### src/core/pin_ctrl_pkg.sv
// constants for the pin default and pull-up controller
// assumes one 200 MHz clock and a synchronous active-high power-on reset
package pin_ctrl_pkg;
	localparam int ADDR_W = 8;
	localparam int DATA_W = 32;
	localparam int NUM_I2C_PINS = 6;
	localparam int NUM_STROBE_PAIRS = 4;

	// register byte addresses
	localparam logic [7:0] OFS_PULLUP_THREE = 8'h00;
	localparam logic [7:0] OFS_PULLUP_FOUR = 8'h04;
	localparam logic [7:0] OFS_PIN_FUNC = 8'h08;
	localparam logic [7:0] OFS_GPIO_DIR = 8'h0c;
	localparam logic [7:0] OFS_GPIO_OUT = 8'h10;
	localparam logic [7:0] OFS_PIN_STATUS = 8'h14;

	// pull-up enables come out of reset all on
	localparam logic [31:0] PULLUP_THREE_RST = 32'hffff_ffff;
	localparam logic [31:0] PULLUP_FOUR_RST = 32'hffff_ffff;
	localparam logic [5:0] FUNC_SEL_RST = 6'h00;
	localparam logic [5:0] GPIO_DIR_RST = 6'h00;
	localparam logic [5:0] GPIO_OUT_RST = 6'h00;

	// pull-up bit positions
	localparam int BIT_I2C_B_DATA = 31;
	localparam int BIT_I2C_B_CLOCK = 30;
	localparam int BIT_I2C_A_DATA = 29;
	localparam int BIT_I2C_A_CLOCK = 28;
	localparam int BIT_VIDEO_IN_DATA1 = 0;
	localparam int BIT_SERIAL_AUDIO_CLOCK = 31;
	localparam int BIT_I2C_C_DATA = 21;
	localparam int BIT_I2C_C_CLOCK = 20;
	localparam int BIT_SERIAL_PERIPH_RX = 0;

	// i2c-capable pin index inside the pin vectors
	localparam int IDX_A_CLOCK = 0;
	localparam int IDX_A_DATA = 1;
	localparam int IDX_B_CLOCK = 2;
	localparam int IDX_B_DATA = 3;
	localparam int IDX_C_CLOCK = 4;
	localparam int IDX_C_DATA = 5;

	// pin function register fields
	localparam int FUNC_SEL_LSB = 0;
	localparam int STROBE_REL_BIT = 16;
	localparam int CS_REL_BIT = 17;

	// pin status register fields
	localparam int STAT_LEVEL_LSB = 0;
	localparam int STAT_MODE_BIT = 8;
	localparam int STAT_DEFAULT_BIT = 9;

	// edges the mode pin synchroniser needs to fill after reset release
	localparam logic [1:0] SETTLE_CYCLES = 2'd2;

	typedef enum logic [1:0] {BOOT_SETTLE, BOOT_CAPTURE, BOOT_READY} boot_state_t;
endpackage : pin_ctrl_pkg

### src/core/i2c_pad_cell.sv
// one i2c-capable pad: gpio or open-drain i2c function, pull-up enable
// assumes i2c drive request and register fields are on ref_clk_in
`timescale 1ns/1ps
module i2c_pad_cell (
	input wire logic ref_clk_in, // system clock
	input wire logic sys_rst_in, // synchronous reset, active high
	input wire logic pad_in, // pad level as seen at the pin
	input wire logic i2c_func_sel_in, // 1 selects i2c, 0 general port
	input wire logic gpio_dir_in, // 1 drives the port bit as output
	input wire logic gpio_level_in, // port output level
	input wire logic i2c_drive_low_in, // i2c core pulls the line low
	input wire logic pullup_en_in, // pull-up enable bit
	output logic pad_out, // pad output level
	output logic pad_oe_out, // pad output enable
	output logic pullup_out, // internal pull-up enable
	output logic level_out // synchronised pad level
);
	logic next_out;
	logic next_oe;

	sync_two_ff pad_sync (
		.ref_clk_in(ref_clk_in),
		.sys_rst_in(sys_rst_in),
		.async_in(pad_in),
		.sync_out(level_out)
	);

	// i2c is open drain: only ever drives low
	assign next_out = i2c_func_sel_in ? 1'b0 : gpio_level_in;
	assign next_oe = i2c_func_sel_in ? i2c_drive_low_in : gpio_dir_in;

	always_ff @(posedge ref_clk_in)
	begin
		if (sys_rst_in)
		begin
			pad_out <= 1'b0;
			pad_oe_out <= 1'b0;
			pullup_out <= 1'b1;
		end
		else
		begin
			pad_out <= next_out;
			pad_oe_out <= next_oe;
			pullup_out <= pullup_en_in;
		end
	end
endmodule : i2c_pad_cell

### src/core/pin_default_pullup_ctrl.sv
// pin default states, boot-mode chip-select default and pull-up registers
// assumes register port on ref_clk_in; pins and mode strap are asynchronous
//
// Implementation choices: the address-and-strobe port and the register addresses.
`timescale 1ns/1ps
//
// Function
// - strobe drivers stay high impedance during reset and in default state.
// - while high impedance, true strobe held low, complement held high.
// - shared chip-select/address pin defaults high for mode 0, low for 1.
// - third register bits 31..28 enable i2c b/a data and clock pull-ups.
// - fourth register bits 21 and 20 enable i2c c data and clock pull-ups.
// - third register bit 0 enables video data bit 1 pull-up; one bit per pin.
// - fourth register bit 31 audio clock, bit 0 peripheral receive pull-ups.
// - i2c pins are inputs in reset, then port inputs with pull-up on.
module pin_default_pullup_ctrl
	import pin_ctrl_pkg::*;
(
	input wire logic ref_clk_in, // 200 MHz system clock
	input wire logic sys_rst_in, // power-on reset, sync, active high
	input wire logic [pin_ctrl_pkg::ADDR_W-1:0] addr_in, // register address
	input wire logic [pin_ctrl_pkg::DATA_W-1:0] wr_data_in, // write data
	input wire logic wr_en_in, // write strobe
	input wire logic rd_en_in, // read strobe
	output logic [pin_ctrl_pkg::DATA_W-1:0] rd_data_out, // read data, next cycle
	input wire logic boot_area_size_mode_in, // boot size mode strap pin
	input wire logic [pin_ctrl_pkg::NUM_I2C_PINS-1:0] i2c_pad_in, // i2c pad levels
	input wire logic [pin_ctrl_pkg::NUM_I2C_PINS-1:0] i2c_drive_low_in, // i2c pull low
	output logic [pin_ctrl_pkg::NUM_I2C_PINS-1:0] i2c_pad_out, // i2c pad levels out
	output logic [pin_ctrl_pkg::NUM_I2C_PINS-1:0] i2c_pad_oe_out, // i2c pad enables
	output logic [pin_ctrl_pkg::NUM_I2C_PINS-1:0] i2c_pullup_out, // i2c pad pull-ups
	output logic [pin_ctrl_pkg::NUM_I2C_PINS-1:0] i2c_level_out, // synced i2c levels
	output logic [pin_ctrl_pkg::DATA_W-1:0] pullup_ctrl_three_out, // pull-ups, reg 3
	output logic [pin_ctrl_pkg::DATA_W-1:0] pullup_ctrl_four_out, // pull-ups, reg 4
	input wire logic [pin_ctrl_pkg::NUM_STROBE_PAIRS-1:0] mem_strobe_oe_in, // ctrl enable
	input wire logic [pin_ctrl_pkg::NUM_STROBE_PAIRS-1:0] mem_strobe_level_in, // ctrl level
	output logic [pin_ctrl_pkg::NUM_STROBE_PAIRS-1:0] mem_strobe_true_out, // true level
	output logic [pin_ctrl_pkg::NUM_STROBE_PAIRS-1:0] mem_strobe_true_oe_out, // true enable
	output logic [pin_ctrl_pkg::NUM_STROBE_PAIRS-1:0] mem_strobe_true_hold_low_out, // keeper
	output logic [pin_ctrl_pkg::NUM_STROBE_PAIRS-1:0] mem_strobe_comp_out, // comp level
	output logic [pin_ctrl_pkg::NUM_STROBE_PAIRS-1:0] mem_strobe_comp_oe_out, // comp enable
	output logic [pin_ctrl_pkg::NUM_STROBE_PAIRS-1:0] mem_strobe_comp_hold_high_out, // keeper
	input wire logic mem_cs_addr_level_in, // memory bus level for shared pin
	output logic chip_select_addr_shared_out, // shared pin level
	output logic chip_select_addr_shared_oe_out, // shared pin enable
	output logic boot_area_size_mode_out // latched boot size mode
);
	import pin_ctrl_pkg::*;

	logic [DATA_W-1:0] pullup_ctrl_three;
	logic [DATA_W-1:0] pullup_ctrl_four;
	logic [NUM_I2C_PINS-1:0] func_sel;
	logic [NUM_I2C_PINS-1:0] gpio_dir;
	logic [NUM_I2C_PINS-1:0] gpio_out;
	logic strobe_release;
	logic cs_release;
	logic boot_mode;
	logic [1:0] settle_count;
	boot_state_t boot_state;
	boot_state_t next_boot_state;
	logic mode_sync;
	logic [NUM_I2C_PINS-1:0] i2c_pullup_en;

	// register map, all 32-bit words: 0x00 and 0x04 pull-up enables,
	// 0x08 function ([5:0] i2c select, [16] strobe release, [17] shared pin release),
	// 0x0c port direction, 0x10 port output, 0x14 status (read only)
	// unmapped and status writes are dropped silently: there is no error response
	// address decode
	wire hit_three = (addr_in == OFS_PULLUP_THREE);
	wire hit_four = (addr_in == OFS_PULLUP_FOUR);
	wire hit_func = (addr_in == OFS_PIN_FUNC);
	wire hit_dir = (addr_in == OFS_GPIO_DIR);
	wire hit_out = (addr_in == OFS_GPIO_OUT);
	wire hit_status = (addr_in == OFS_PIN_STATUS);
	wire wr_three = wr_en_in && hit_three;
	wire wr_four = wr_en_in && hit_four;
	wire wr_func = wr_en_in && hit_func;
	wire wr_dir = wr_en_in && hit_dir;
	wire wr_out = wr_en_in && hit_out;

	// the memory pins only leave their defaults once the mode is known
	wire boot_ready = (boot_state == BOOT_READY);
	wire strobe_live = boot_ready && strobe_release;
	wire cs_live = boot_ready && cs_release;

	sync_two_ff mode_sync_ff (
		.ref_clk_in(ref_clk_in),
		.sys_rst_in(sys_rst_in),
		.async_in(boot_area_size_mode_in),
		.sync_out(mode_sync)
	);

	assign i2c_pullup_en[IDX_B_DATA] = pullup_ctrl_three[BIT_I2C_B_DATA];
	assign i2c_pullup_en[IDX_B_CLOCK] = pullup_ctrl_three[BIT_I2C_B_CLOCK];
	assign i2c_pullup_en[IDX_A_DATA] = pullup_ctrl_three[BIT_I2C_A_DATA];
	assign i2c_pullup_en[IDX_A_CLOCK] = pullup_ctrl_three[BIT_I2C_A_CLOCK];
	assign i2c_pullup_en[IDX_C_DATA] = pullup_ctrl_four[BIT_I2C_C_DATA];
	assign i2c_pullup_en[IDX_C_CLOCK] = pullup_ctrl_four[BIT_I2C_C_CLOCK];

	// all function and port bits reset to zero, so every pad starts as an input
	// pins leave reset as port inputs
	genvar gi;
	generate
		for (gi = 0; gi < NUM_I2C_PINS; gi++)
		begin : g_i2c_pad
			i2c_pad_cell pad (
				.ref_clk_in(ref_clk_in),
				.sys_rst_in(sys_rst_in),
				.pad_in(i2c_pad_in[gi]),
				.i2c_func_sel_in(func_sel[gi]),
				.gpio_dir_in(gpio_dir[gi]),
				.gpio_level_in(gpio_out[gi]),
				.i2c_drive_low_in(i2c_drive_low_in[gi]),
				.pullup_en_in(i2c_pullup_en[gi]),
				.pad_out(i2c_pad_out[gi]),
				.pad_oe_out(i2c_pad_oe_out[gi]),
				.pullup_out(i2c_pullup_out[gi]),
				.level_out(i2c_level_out[gi])
			);
		end
	endgenerate

	// boot sequence: let the strap synchroniser fill, then capture once
	// the latched mode then holds until the next reset, so a strap that
	// moves later cannot flip the area size under a running boot
	always_comb
	begin
		next_boot_state = boot_state;
		case (boot_state)
			BOOT_SETTLE:
			begin
				if (settle_count == SETTLE_CYCLES)
					next_boot_state = BOOT_CAPTURE;
			end
			BOOT_CAPTURE:
				next_boot_state = BOOT_READY;
			BOOT_READY:
				next_boot_state = BOOT_READY;
			default:
				next_boot_state = BOOT_SETTLE;
		endcase
	end

	always_ff @(posedge ref_clk_in)
	begin
		if (sys_rst_in)
		begin
			boot_state <= BOOT_SETTLE;
			settle_count <= 2'd0;
			boot_mode <= 1'b0;
		end
		else
		begin
			boot_state <= next_boot_state;
			if (boot_state == BOOT_SETTLE)
				settle_count <= settle_count + 2'd1;
			// strap is caught after release, never by the reset itself
			if (boot_state == BOOT_CAPTURE)
				boot_mode <= mode_sync;
		end
	end

	assign boot_area_size_mode_out = boot_mode;

	// every bit is stored and read back, including those whose pins sit
	// elsewhere, so software sees exactly the word it wrote
	// pull-up registers reset to ones
	always_ff @(posedge ref_clk_in)
	begin
		if (sys_rst_in)
		begin
			pullup_ctrl_three <= PULLUP_THREE_RST;
			pullup_ctrl_four <= PULLUP_FOUR_RST;
		end
		else
		begin
			if (wr_three)
				pullup_ctrl_three <= wr_data_in;
			if (wr_four)
				pullup_ctrl_four <= wr_data_in;
		end
	end

	assign pullup_ctrl_three_out = pullup_ctrl_three;
	assign pullup_ctrl_four_out = pullup_ctrl_four;

	always_ff @(posedge ref_clk_in)
	begin
		if (sys_rst_in)
		begin
			func_sel <= FUNC_SEL_RST;
			gpio_dir <= GPIO_DIR_RST;
			gpio_out <= GPIO_OUT_RST;
			strobe_release <= 1'b0;
			cs_release <= 1'b0;
		end
		else
		begin
			if (wr_func)
			begin
				func_sel <= wr_data_in[FUNC_SEL_LSB +: NUM_I2C_PINS];
				strobe_release <= wr_data_in[STROBE_REL_BIT];
				cs_release <= wr_data_in[CS_REL_BIT];
			end
			if (wr_dir)
				gpio_dir <= wr_data_in[NUM_I2C_PINS-1:0];
			if (wr_out)
				gpio_out <= wr_data_in[NUM_I2C_PINS-1:0];
		end
	end

	// memory strobe pairs: defaults until software hands them over
	// clearing the release bit returns both pins of every pair to the keepers
	genvar si;
	generate
		for (si = 0; si < NUM_STROBE_PAIRS; si++)
		begin : g_strobe
			always_ff @(posedge ref_clk_in)
			begin
				if (sys_rst_in || !strobe_live)
				begin
					mem_strobe_true_oe_out[si] <= 1'b0;
					mem_strobe_comp_oe_out[si] <= 1'b0;
					mem_strobe_true_out[si] <= 1'b0;
					mem_strobe_comp_out[si] <= 1'b1;
					mem_strobe_true_hold_low_out[si] <= 1'b1;
					mem_strobe_comp_hold_high_out[si] <= 1'b1;
				end
				else
				begin
					mem_strobe_true_oe_out[si] <= mem_strobe_oe_in[si];
					mem_strobe_comp_oe_out[si] <= mem_strobe_oe_in[si];
					mem_strobe_true_out[si] <= mem_strobe_level_in[si];
					mem_strobe_comp_out[si] <= ~mem_strobe_level_in[si];
					// keepers only while nothing drives, to avoid fighting the driver
					mem_strobe_true_hold_low_out[si] <= ~mem_strobe_oe_in[si];
					mem_strobe_comp_hold_high_out[si] <= ~mem_strobe_oe_in[si];
				end
			end
		end
	endgenerate

	// the shared pin floats until the strap is caught: a few cycles of float
	// are safer than briefly showing the wrong area size to the memory
	// shared chip-select/address pin
	always_ff @(posedge ref_clk_in)
	begin
		if (sys_rst_in)
		begin
			chip_select_addr_shared_out <= 1'b0;
			chip_select_addr_shared_oe_out <= 1'b0;
		end
		else if (cs_live)
		begin
			chip_select_addr_shared_out <= mem_cs_addr_level_in;
			chip_select_addr_shared_oe_out <= 1'b1;
		end
		else if (boot_ready)
		begin
			chip_select_addr_shared_out <= ~boot_mode;
			chip_select_addr_shared_oe_out <= 1'b1;
		end
		else
		begin
			chip_select_addr_shared_out <= 1'b0;
			chip_select_addr_shared_oe_out <= 1'b0;
		end
	end

	// read mux; unmapped addresses read as zero
	// status bit 9 reports the strobe defaults from the release bit alone
	wire [DATA_W-1:0] func_word = {14'h0000, cs_release, strobe_release,
		10'h000, func_sel};
	wire [DATA_W-1:0] status_word = {22'h00_0000, ~strobe_release, boot_mode,
		2'h0, i2c_level_out};
	wire [DATA_W-1:0] next_rd_data =
		hit_three ? pullup_ctrl_three :
		hit_four ? pullup_ctrl_four :
		hit_func ? func_word :
		hit_dir ? {26'h000_0000, gpio_dir} :
		hit_out ? {26'h000_0000, gpio_out} :
		hit_status ? status_word : 32'h0000_0000;

	// data stand for one cycle only
	// returning zero between reads keeps stale words off the bus
	always_ff @(posedge ref_clk_in)
	begin
		if (sys_rst_in)
			rd_data_out <= 32'h0000_0000;
		else if (rd_en_in)
			rd_data_out <= next_rd_data;
		else
			rd_data_out <= 32'h0000_0000;
	end
endmodule : pin_default_pullup_ctrl

### src/core/sync_two_ff.sv
// two flip-flop synchroniser for one level from a pin
// assumes the input is asynchronous to ref_clk_in
`timescale 1ns/1ps
module sync_two_ff (
	input wire logic ref_clk_in, // system clock
	input wire logic sys_rst_in, // synchronous reset, active high
	input wire logic async_in, // level from outside the domain
	output logic sync_out // level safe for logic
);
	logic stage_one;

	// first stage feeds only the second stage
	always_ff @(posedge ref_clk_in)
	begin
		if (sys_rst_in)
		begin
			stage_one <= 1'b0;
			sync_out <= 1'b0;
		end
		else
		begin
			stage_one <= async_in;
			sync_out <= stage_one;
		end
	end
endmodule : sync_two_ff

### config.mk
export PLATFORM = sky130hd
export DESIGN_NAME = pin_default_pullup_ctrl
export DESIGN_NICKNAME = d
export VERILOG_FILES = /design/src/core/pin_ctrl_pkg.sv /design/src/core/i2c_pad_cell.sv /design/src/core/pin_default_pullup_ctrl.sv /design/src/core/sync_two_ff.sv
export SDC_FILE = /design/constraint.sdc
export NUM_CORES = 1
export LEC_CHECK = 0
export BUFFER_PORTS_ARGS = -buffer_cell sky130_fd_sc_hd__buf_2
export CAP_MARGIN = 20
export CORE_MARGIN = 2
export CORE_UTILIZATION = 49
export CTS_CLUSTER_SIZE = 40
export DETAILED_ROUTE_END_ITERATION = 6
export GPL_TIMING_DRIVEN = 0
export PLACE_DENSITY = 0.79
export SLEW_MARGIN = 20
export SYNTH_ARGS = -nofsm -noshare
export SYNTH_HDL_FRONTEND = slang
export SYNTH_HIERARCHICAL = 1
export SYNTH_SLANG_ARGS = --single-unit
### constraint.sdc
create_clock -name ref_clk_in -period 2.4 [get_ports ref_clk_in]
set_clock_uncertainty 0.15 [all_clocks]
set_input_delay 0.48 -clock ref_clk_in [delete_from_list [all_inputs] [get_ports ref_clk_in]]
set_output_delay 0.48 -clock ref_clk_in [all_outputs]
set_load 0.02 [all_outputs]
Word level (Yosys, flattened, before mapping)
Index checks and enable logic that the tools add are counted.
{"block": "totals", "regBits": 171, "out_inout_bits": 147}
{"block": "classes", "n_addsub": 1, "n_eq_ne": 9, "muxes": 18, "bitwise_logic": 11, "reduce_logical": 19}
{"operator": "$mux 32", "n": 2}
{"operator": "$mux 10", "n": 3}
{"operator": "$mux 18", "n": 1}
{"operator": "$eq 8x4->1 const B", "n": 2}
{"operator": "$eq 8x5->1 const B", "n": 2}
{"operator": "$reduce_or 2->1", "n": 8}
{"operator": "$not 1->1", "n": 11}
{"operator": "$mux 1", "n": 10}
{"operator": "$eq 8x3->1 const B", "n": 1}
{"operator": "$logic_not 8->1", "n": 1}
{"operator": "$logic_and 1x1->1", "n": 7}
{"operator": "$eq 2x2->1 const B", "n": 2}
{"operator": "$pmux 2 s2", "n": 1}
{"operator": "$add 2x1->2 const B", "n": 1}
{"operator": "$eq 2x1->1 const B", "n": 1}
{"operator": "$logic_not 2->1", "n": 1}
{"operator": "$mux 2", "n": 1}
{"operator": "$ne 2x2->1 const B", "n": 1}
{"operator": "$logic_not 1->1", "n": 1}
{"operator": "$logic_or 1x1->1", "n": 1}

Logic depth before layout (Yosys ltp)
Gate-level depths: netlist of the first run.
{"block": "logic_depth", "ltp_word": 7, "mapped_depth": 7, "mapped_depth_nobuf": 5}

By module
Netlist of the first run, hierarchy kept.
{"mod": "pin_default_pullup_ctrl", "n_inst": 1, "cells_per_inst": 577, "area_each_um2": 5211.2}
{"mod": "i2c_pad_cell", "n_inst": 6, "cells_per_inst": 7, "area_each_um2": 87.6}
{"mod": "sync_two_ff", "n_inst": 7, "cells_per_inst": 4, "area_each_um2": 52.6}

Worst setup path before layout of the first run
OpenSTA, ideal clock, no wires.
{"block": "synth_timing", "path_type": "input-to-reg", "start": "input addr_in[3] (netlist name)", "end": "register gpio_out[5]", "arrival_time_ps": 1817, "required_time_ps": 2122, "setup_slack_ps": 306, "path_stages": 5, "path_buffers": 1, "cell_sequence": "or4_1 > or4_1 > buf_4 > mux2i_1 > nor2_1"}
{"block": "synth_between", "elab_chain_len": 2}
{"item": "from (decl)", "line_no": "pin_default_pullup_ctrl.sv:21", "text": "input wire logic [pin_ctrl_pkg::ADDR_W-1:0] addr_in,"}
{"item": "$eq 8x5->1", "line_no": "pin_default_pullup_ctrl.sv:73", "text": "wire hit_out = (addr_in == OFS_GPIO_OUT);"}
{"item": "$logic_and 1x1->1", "line_no": "pin_default_pullup_ctrl.sv:79", "text": "wire wr_out = wr_en_in && hit_out;"}
{"item": "to (signal assigned)", "line_no": "pin_default_pullup_ctrl.sv:208", "text": "gpio_out <= wr_data_in[NUM_I2C_PINS-1:0];"}
{"item": "to (decl)", "line_no": "pin_default_pullup_ctrl.sv:54", "text": "logic [NUM_I2C_PINS-1:0] gpio_out;"}
Every way passes these cells.
A chain may end at the register's enable or synchronous reset.

Worst setup path after layout of the first run
{"block": "layout_timing", "start": "input addr_in[6] (netlist name)", "end": "register pullup_ctrl_three[28], in the netlist pullup_ctrl_three_out[28]"}
{"block": "layout_between", "elab_chain_len": 2}
{"item": "$logic_not 8->1", "line_no": "pin_default_pullup_ctrl.sv:69", "text": "wire hit_three = (addr_in == OFS_PULLUP_THREE);"}
{"item": "$logic_and 1x1->1", "line_no": "pin_default_pullup_ctrl.sv:75", "text": "wire wr_three = wr_en_in && hit_three;"}
{"item": "to (signal assigned)", "line_no": "pin_default_pullup_ctrl.sv:178", "text": "pullup_ctrl_three <= wr_data_in;"}
{"item": "to (decl)", "line_no": "pin_default_pullup_ctrl.sv:50", "text": "logic [DATA_W-1:0] pullup_ctrl_three;"}
Every way passes these cells.

==> results of run 1 <==
per-stage QoR:
step	total power, mW	util	worst slack, ns	std cells
after global placement	3.41	0.612	-0.0839	1027
after global routing	6.17	0.658	0.183	1057
final	5.97	0.658	0.328	1058
after floorplan	3.25	-	0.306	647
after CTS	6.00	0.658	0.298	1057
after detailed placement	3.43	0.612	-0.0884	1027
worst max-delay path: stages:
cell and delay, ns:
buf_2 0.13, nor4_1 0.42, and4_1 0.25, clkbuf_1 0.24
clkbuf_1 0.47, a21oi_1 0.18, nand2_1 0.10
report_power, final:
part / total (mW) / leakage (nW) / switching (mW) / internal, mW
Clock: 2.60 / 0.278 / 1.04 / 1.56
Sequential: 2.92 / 1.38 / 0.0313 / 2.89
Combinational: 0.447 / 1.85 / 0.268 / 0.179
Total: 5.97 / 3.51 / 1.34 / 4.63
worst paths after layout:
kind,startpoint,endpoint,slack (ns),cells past startpoint
max,addr_in[6],pullup_ctrl_three_out[28]$_SDFFE_PP1P_,0.33,7
min,mem_strobe_oe_in[3],mem_strobe_comp_hold_high_out[3]$_SDFF_PP1_,0.08,2
max reg2reg,boot_state[0]$_SDFFE_PP0P_,mem_strobe_comp_out[0]$_SDFF_PP1_,0.76,5
min reg2reg,g_i2c_pad[1].pad/pad_sync/stage_one$_SDFF_PP0_,g_i2c_pad[1].pad/pad_sync/sync_out$_SDFF_PP0_,0.29,1
metal layers:
metal	up-vias	part of all wire	routed length, µm	track usage
li1	2683	-	-	-
met1	2661	0.41	7420	0.344
met2	267	0.48	8560	0.442
met3	38	0.084	1500	0.0664
met4	0	0.026	466	0.114
met5	-	0	0	0
layout make-up:
| class | count | share of cell area |
|---|---|---|
| timing repair buffer | 212 | 0.134 |
| clock buffer | 21 | 0.0580 |
| inverter | 13 | 0.00615 |
| tap | 168 | 0.0265 |
| clock inverter | 9 | 0.0123 |
| antenna | 1 | 0.000315 |
| sequential | 171 | 0.431 |
| multi-input combinational | 412 | 0.302 |
| buffer | 51 | 0.0295 |
layout by cell type, fill, tap and decap left out, drive strengths merged, types with 19 or more instances in the layout:
master  count
a21oi      30
a22oi      24
buf       232
clkbuf     52
dfxtp     171
mux2i      37
nand2      24
nor2      112
nor2b      19
nor3       99
cell usage after synthesis (all sizes together), types with 5 or more instances:
cell	instances
inv	13
clkbuf	31
a22oi	24
ha	6
nor3	99
or2	7
nand3	5
nor2b	19
mux2i	37
mux2	6
buf	20
a21oi	30
nor3b	7
dfxtp	171
nand2	24
nor2	112
cell families (layout without fill, tap and decap cells):
group                    count (synthesis)  in the layout  synth area share
AND/OR/NAND/NOR                        291            291             0.229
flip-flops                             171            171             0.561
AO/OA/AOI/OAI                           71             71            0.0785
buffers and inverters                   64            306            0.0463
multiplexers                            43             43            0.0717
adder cells (fa/ha/maj)                  6              6            0.0123
XOR/XNOR                                 1              1           0.00143
other                                    0              1                 0
==> flow_metrics.py, run 1 <==
metrics = {
    "status": {
        "status": "finished, final reports clean",
    },
    "sta": {
        "finalSetupTns_ns": 0,
        "setup_violations": 0,
        "maxSlewHeadroom": 0.489,
        "fmaxAchievable_mhz": 483,
        "hold_viol": 0,
        "layout_worst_path_cycle_share": 0.863,
        "min_period_ns": 2.07,
        "fin_hold_ws_ns": 0.0837,
        "rsz0062_at_grt": "no",
        "tightest_slew_ns": 0.764,
        "maxSlewViolCount": 0,
    },
    "setup_path": {
        "crit_required_ns": 2.62,
        "startpoint_type": "input port",
        "cp.arrival_ns": 2.29,
        "crit_type": "input port to flip-flop",
        "endpoint_kind": "flip-flop",
        "critical_path.max_fanout": 10,
    },
    "floorplanning": {
        "num_rows": 40,
        "start_util": 0.506,
        "die_w_um": 116,
        "pin_count": 213,
        "die-area_um2": 13400,
        "core_area_um2": 12100,
        "die_h_um": 116,
    },
    "power_and_ir_drop": {
        "powerDensity_nw_per_um2": 753,
        "leakagePower_nw": 3.51,
        "peakVddDrop_uv": 382,
    },
    "logic_synthesis": {
        "yosys.area.top_type": "dfxtp_1",
        "ys_seq_area_frac": 0.561,
        "syn_area_um2": 6100,
        "synth_cell_type_count": 39,
        "synth_edf_count": 0,
        "netlist_instances": 647,
        "syn-mean-instance-area_um2": 9.44,
        "async_flop_share": 0,
        "synthTopCellsByArea": "dfxtp_1, nor3_1, nor2_1",
        "synth_ff_type": "dfxtp_1",
        "ys_ff_latch": 171,
        "yosysWarnings": 6,
        "synth_top_area_frac": 0.561,
        "synth_nets": 719,
    },
    "layout": {
        "multi_input_area_um2": 2400,
        "drive_gt1_frac": 0.300,
        "nFillCells": 1037,
        "ff_latch_area_um2": 3420,
        "nets": 950,
        "syn_to_final_growth_pct": 30.0,
        "stdcell_area_um2": 7940,
    },
    "placed_design": {
        "hpwl_mm": 13.1,
        "numPortBuffers": 212,
        "dpl_cell_area_um2": 7380,
        "gp_congestion": 0.856,
    },
    "clock_tree": {
        "numCtsBuffers": 17,
        "hold_buffers": 0,
        "cts-root-buf": "clkbuf_16",
        "ctsHtreeMaxLevel": 4,
        "cts.sinks": 171,
        "clock_path_buffers": 2,
        "insertion_delay_ns": 0.43,
        "cts_tree": "yes",
        "cts.repair.resized": 0,
        "post_cts_buffers": 0,
        "clk_pin_slew_ns": 0.06,
    },
    "global_route": {
        "grt_overflow": 0,
        "grt_pass1_wl_mm": 27.4,
        "grtUsageTotal": 0.271,
        "grt_pass1_vias": 5156,
        "grt_antenna_before_repair": 1,
        "grt_start_max_net_pins": 38,
    },
    "drt": {
        "drtIter0Drc": 490,
        "wl_mm": 18.0,
        "ant_nets": 0,
        "vias": 5649,
        "drtPass1Iterations": 6,
        "route.detailed.drc": 0,
        "avgRoutedWirePerCell_um": 17.0,
        "viasPerCell": 5.34,
    },
    "run": {
        "max_cap_viol_count": 0,
    },
    "hold_path": {
        "hp-class": "input port to flip-flop",
    },
}
Note: power is estimated with default switching activity, not from simulation.
==> run 2: changes to the inputs <==
--- a/config.mk
+++ b/config.mk
@@ -9,9 +9,9 @@
 export CAP_MARGIN = 20
 export CORE_MARGIN = 2
-export CORE_UTILIZATION = 49
+export CORE_UTILIZATION = 40
 export CTS_CLUSTER_SIZE = 40
 export DETAILED_ROUTE_END_ITERATION = 6
 export GPL_TIMING_DRIVEN = 0
-export PLACE_DENSITY = 0.79
+export PLACE_DENSITY = 0.66
 export SLEW_MARGIN = 20
 export SYNTH_ARGS = -nofsm -noshare
--- a/constraint.sdc
+++ b/constraint.sdc
@@ -3,3 +3,3 @@
 set_input_delay 0.48 -clock ref_clk_in [delete_from_list [all_inputs] [get_ports ref_clk_in]]
 set_output_delay 0.48 -clock ref_clk_in [all_outputs]
-set_load 0.02 [all_outputs]
+set_load 0.05 [all_outputs]
==> run 2 against run 1 <==
Design area rose by 1.0%. Via count fell by 3.4%. Critical path type unchanged. Final cell count rose by 2.1%. Register-to-register slack got worse by 0.02 ns. Sequential share of layout area fell by 0.44 points. Critical path depth fell by 1. Die area rose by 22%. Maximum frequency fell by 1.8%. Non-clock buffer count did not move.
==> flow_metrics.py, run 2 (same netlist as run 1, synthesis figures left out) <==
metrics = {
    "status": {
        "status": "finished, final reports clean",
    },
    "drt": {
        "drtIter0Drc": 428,
        "vias": 5455,
        "wl_mm": 18.5,
        "avgRoutedWirePerCell_um": 17.1,
        "viasPerCell": 5.05,
        "route.detailed.drc": 0,
        "ant_nets": 0,
        "drtPass1Iterations": 5,
    },
    "layout": {
        "nFillCells": 1446,
        "stdcell_area_um2": 8020,
        "drive_gt1_frac": 0.301,
        "layout_common_cells": "buf_2, dfxtp_1, nor2_1",
        "syn_to_final_growth_pct": 31.3,
        "nets": 950,
        "final_common_cell": "buf_2",
        "multi_input_area_um2": 2400,
        "ff_latch_area_um2": 3420,
    },
    "power_and_ir_drop": {
        "peakVddDrop_uv": 499,
        "powerDensity_nw_per_um2": 779,
        "leakagePower_nw": 3.53,
    },
    "setup_path": {
        "crit_type": "input port to flip-flop",
        "critPathCapture": "pullup_ctrl_four_out[27]$_SDFFE_PP1P_",
        "r2r-start": "boot_state[0]$_SDFFE_PP0P_",
        "startpoint_type": "input port",
        "startpoint": "addr_in[7]",
        "crit_path_top_delay_cell": "nor4_1",
        "r2r_cells": 5,
        "cp.arrival_ns": 2.28,
        "reg2reg_to": "mem_strobe_comp_hold_high_out[1]$_SDFF_PP1_",
        "path_cells": "buf_2 > nor4_1 > nand4_1 > clkbuf_1 > nor3_1 > nor2_1",
        "endpoint_kind": "flip-flop",
        "critical_path.max_stage_delay_ns": 0.66,
        "rrSetupSlack_ns": 0.74,
        "crit_required_ns": 2.57,
        "critical_path.max_fanout": 10,
    },
    "global_route": {
        "grtUsageTotal": 0.227,
        "grt_pass1_vias": 4993,
        "grt_overflow": 0,
        "grt_antenna_before_repair": 2,
        "grt_pass1_wl_mm": 28.0,
        "grt_start_max_net_pins": 38,
    },
    "sta": {
        "maxSlewHeadroom": 0.388,
        "fmaxAchievable_mhz": 474,
        "min_period_ns": 2.11,
        "hold_viol": 0,
        "maxSlewViolCount": 0,
        "layout_worst_path_cycle_share": 0.879,
        "setup_ws_ns": 0.290,
        "tightest_slew_ns": 0.915,
        "setup_violations": 0,
        "fin_hold_ws_ns": 0.0709,
        "rsz0062_at_grt": "no",
    },
    "clock_tree": {
        "insertion_delay_ns": 0.43,
        "clk_pin_slew_ns": 0.06,
        "post_cts_buffers": 0,
        "clock_path_buffers": 2,
        "cts.sinks": 171,
        "cts.repair.resized": 0,
        "ctsHtreeMaxLevel": 4,
        "numCtsBuffers": 17,
        "hold_buffers": 0,
        "cts-root-buf": "clkbuf_16",
        "cts_tree": "yes",
    },
    "placed_design": {
        "dpl_cell_area_um2": 7400,
        "numPortBuffers": 212,
        "hpwl_mm": 13.3,
        "dp_slack_ns": -0.145,
        "gp_congestion": 0.845,
    },
    "floorplanning": {
        "start_util": 0.406,
        "die-area_um2": 16300,
        "num_rows": 45,
        "die_h_um": 128,
        "pin_count": 213,
        "core_area_um2": 15000,
        "die_w_um": 128,
    },
    "hold_path": {
        "hold_depth": 2,
        "hp-class": "input port to flip-flop",
    },
    "run": {
        "max_cap_viol_count": 0,
    },
}
==> run 2: cell count changes in the layout (fill, tap and decap cells not counted), sizes merged <==
cell,previous run,this run
clkbuf,52,54
inv,13,14
clkinvlp,1,2
clkinv,6,3
bufinv,2,3
==> run 2: per-stage QoR <==
step	std cells	power, mW	setup TNS (ns)	utilization
after floorplan	647	3.29	0	-
after global placement	1047	3.45	-2.85	0.492
after detailed placement	1047	3.46	-4.72	0.492
after CTS	1079	6.29	0	0.533
after global routing	1080	6.45	0	0.533
final	1080	6.25	0	0.533
==> run 2: area by class of cell <==
cell class / instances / area share
Inverter: 13 / 0.00609
Multi-Input combinational cell: 412 / 0.299
Antenna cell: 1 / 0.000312
Sequential cell: 171 / 0.427
Clock inverter: 9 / 0.0170
Tap cell: 188 / 0.0293
Timing Repair Buffer: 212 / 0.132
Buffer: 51 / 0.0292
Clock buffer: 23 / 0.0596
==> run 2: critical path: cells and delay by family <==
family / cells / cell delay [ns]
AND/OR/NAND/NOR: 4 / 1.34
buffers and inverters: 2 / 0.47
==> run 2: report_power, final <==
group / internal (mW) / leakage, nW / total [mW] / switching (mW)
registers: 2.89 / 1.38 / 2.92 / 0.0313
clock network: 1.73 / 0.294 / 2.85 / 1.13
logic: 0.178 / 1.85 / 0.472 / 0.294
total: 4.79 / 3.53 / 6.25 / 1.45
==> run 2: worst min path at each step <==
stage	from	end	slack (ns)
finish	mem_strobe_level_in[1]	mem_strobe_comp_out[1]$_SDFF_PP1_	0.07
global route	mem_strobe_oe_in[2]	mem_strobe_comp_hold_high_out[2]$_SDFF_PP1_	0.08
CTS	mem_strobe_level_in[0]	mem_strobe_comp_out[0]$_SDFF_PP1_	0.05
detailed placement	mode_sync_ff/stage_one$_SDFF_PP0_	mode_sync_ff/sync_out$_SDFF_PP0_	0.27
global placement	g_i2c_pad[4].pad/pad_sync/stage_one$_SDFF_PP0_	g_i2c_pad[4].pad/pad_sync/sync_out$_SDFF_PP0_	0.27
floorplan	g_i2c_pad[0].pad/pad_sync/stage_one$_SDFF_PP0_	g_i2c_pad[0].pad/pad_sync/sync_out$_SDFF_PP0_	0.26
==> run 2: metal layers <==
layer	vias to the layer above	global-route usage	share of wire
li1	2681	-	-
met1	2554	0.299	0.45
met2	186	0.359	0.46
met3	32	0.0574	0.058
met4	2	0.0892	0.024
met5	-	0	0.00070
==> run 3: changes to the inputs <==
CORE_UTILIZATION = 49   (was 40)
PLACE_DENSITY = 0.81   (was 0.66)
==> run 3 against run 2 <==
Clock-buffer cell count is 2 lower. Largest power group unchanged. Design area is 0.73% lower. Sequential share of layout area is 0.32 points higher. Wire length is 3.1% lower. Total power is 2.1% lower. Non-clock buffer count stayed put. Largest cell class unchanged. Flip-flop and latch count stayed put.
==> flow_metrics.py, run 3 (same netlist as run 1, synthesis figures left out) <==
metrics = {
    "status": {
        "status": "finished, final reports clean",
    },
    "drt": {
        "wl_mm": 17.9,
        "drtIter0Drc": 422,
        "route.detailed.drc": 0,
        "drtPass1Iterations": 6,
        "avgRoutedWirePerCell_um": 16.9,
        "vias": 5653,
        "ant_nets": 0,
        "viasPerCell": 5.35,
    },
    "setup_path": {
        "crit_path_top_delay_cell": "nor4_1",
        "critical_path.max_stage_delay_ns": 0.68,
        "crit_type": "input port to flip-flop",
        "path_cells": "buf_2 > nor4_1 > nand4_1 > clkbuf_1 > nor3_1 > nor2_1",
        "cp.arrival_ns": 2.26,
        "crit_required_ns": 2.56,
        "critical_path.max_fanout": 10,
        "endpoint_kind": "flip-flop",
        "startpoint_type": "input port",
    },
    "power_and_ir_drop": {
        "peakVddDrop_uv": 460,
        "leakagePower_nw": 3.52,
        "powerDensity_nw_per_um2": 769,
        "power_mw": 6.12,
    },
    "layout": {
        "final_common_cell": "buf_2",
        "layout_common_cells": "buf_2, dfxtp_1, nor2_1",
        "drive_gt1_frac": 0.300,
        "nFillCells": 1057,
        "nets": 950,
        "utilization": 0.660,
        "syn_to_final_growth_pct": 30.4,
    },
    "clock_tree": {
        "ctsHtreeMaxLevel": 4,
        "cts-root-buf": "clkbuf_16",
        "clock_path_buffers": 2,
        "hold_buffers": 0,
        "post_cts_buffers": 0,
        "cts.sinks": 171,
        "cts.repair.resized": 0,
        "cts_tree": "yes",
        "insertion_delay_ns": 0.42,
        "clk_pin_slew_ns": 0.06,
        "numCtsBuffers": 17,
    },
    "hold_path": {
        "hp-class": "input port to flip-flop",
    },
    "floorplanning": {
        "core_area_um2": 12100,
        "die_h_um": 116,
        "pin_count": 213,
        "num_rows": 40,
        "die_w_um": 116,
        "die-area_um2": 13400,
        "start_util": 0.506,
    },
    "sta": {
        "setup_violations": 0,
        "layout_worst_path_cycle_share": 0.873,
        "hold_viol": 0,
        "setup_ws_ns": 0.305,
        "maxSlewViolCount": 0,
        "fmaxAchievable_mhz": 477,
        "min_period_ns": 2.09,
        "maxSlewHeadroom": 0.459,
        "tightest_slew_ns": 0.809,
        "rsz0062_at_grt": "no",
    },
    "global_route": {
        "grtUsageTotal": 0.269,
        "grt_pass1_vias": 5265,
        "grt_antenna_before_repair": 1,
        "grt_overflow": 0,
        "grt_start_max_net_pins": 38,
        "grt_pass1_wl_mm": 27.2,
    },
    "placed_design": {
        "numPortBuffers": 212,
        "dp_slack_ns": -0.0938,
        "gp_congestion": 0.900,
        "hpwl_mm": 13.1,
    },
    "run": {
        "max_cap_viol_count": 0,
    },
}
run 3: changes by cell type in the layout (fill, tap and decap cells not counted), sizes merged:
cell,before,now
clkbuf,54,52
inv,14,13
run 3: through the flow:
stage	cell area, µm²	TNS [ns]	hold slack (ns)	std cells
2_1_floorplan	6100	0	0.264	647
3_3_place_gp	7380	-0.734	0.266	1027
3_5_place_dp	7380	-2.00	0.277	1027
4_1_cts	7960	0	0.0687	1056
5_1_grt	7960	0	0.0823	1056
6_report	7960	0	0.0822	1057
run 3: layout make-up:
cell class                 instances  area (µm²)  share of cell area
antenna                            1        2.50            0.000314
buffer                            51         234              0.0294
clock buffer                      21         460              0.0579
clock inverter                     8         120              0.0151
inverter                          13        48.8             0.00613
multi-input combinational        412        2400               0.301
sequential                       171        3420               0.430
tap                              168         210              0.0264
timing repair buffer             212        1060               0.133
run 3: worst max-delay path, delay by kind of cell:
kind | cells | cell delay (ns)
buf+inv | 2 | 0.45
simple gates | 4 | 1.32
run 3: path summary, 6_finish.rpt:
path | slack (ns) | start | cells after the start | end
worst min register to register | 0.29 | g_i2c_pad[2].pad/pad_sync/stage_one$_SDFF_PP0_ | 1 | g_i2c_pad[2].pad/pad_sync/sync_out$_SDFF_PP0_
worst max-delay path | 0.31 | addr_in[7] | 6 | pullup_ctrl_four_out[11]$_SDFFE_PP1P_
worst max register to register | 0.75 | boot_state[0]$_SDFFE_PP0P_ | 5 | mem_strobe_comp_out[0]$_SDFF_PP1_
worst min-delay path | 0.08 | mem_strobe_oe_in[2] | 2 | mem_strobe_comp_hold_high_out[2]$_SDFF_PP1_
run 3: power breakdown:
part	internal [mW]	leakage, nW	switching [mW]
Clock	1.67	0.281	1.05
Sequential	2.89	1.38	0.0326
Combinational	0.179	1.85	0.303
run 3: per-layer routing:
layer  vias to the layer above  track usage  part of all wire
li1                       2679            -                 -
met4                         0        0.147             0.038
met3                        56       0.0758             0.087
met2                       283        0.418              0.46
met1                      2635        0.339              0.41
met5                         -            0                 0
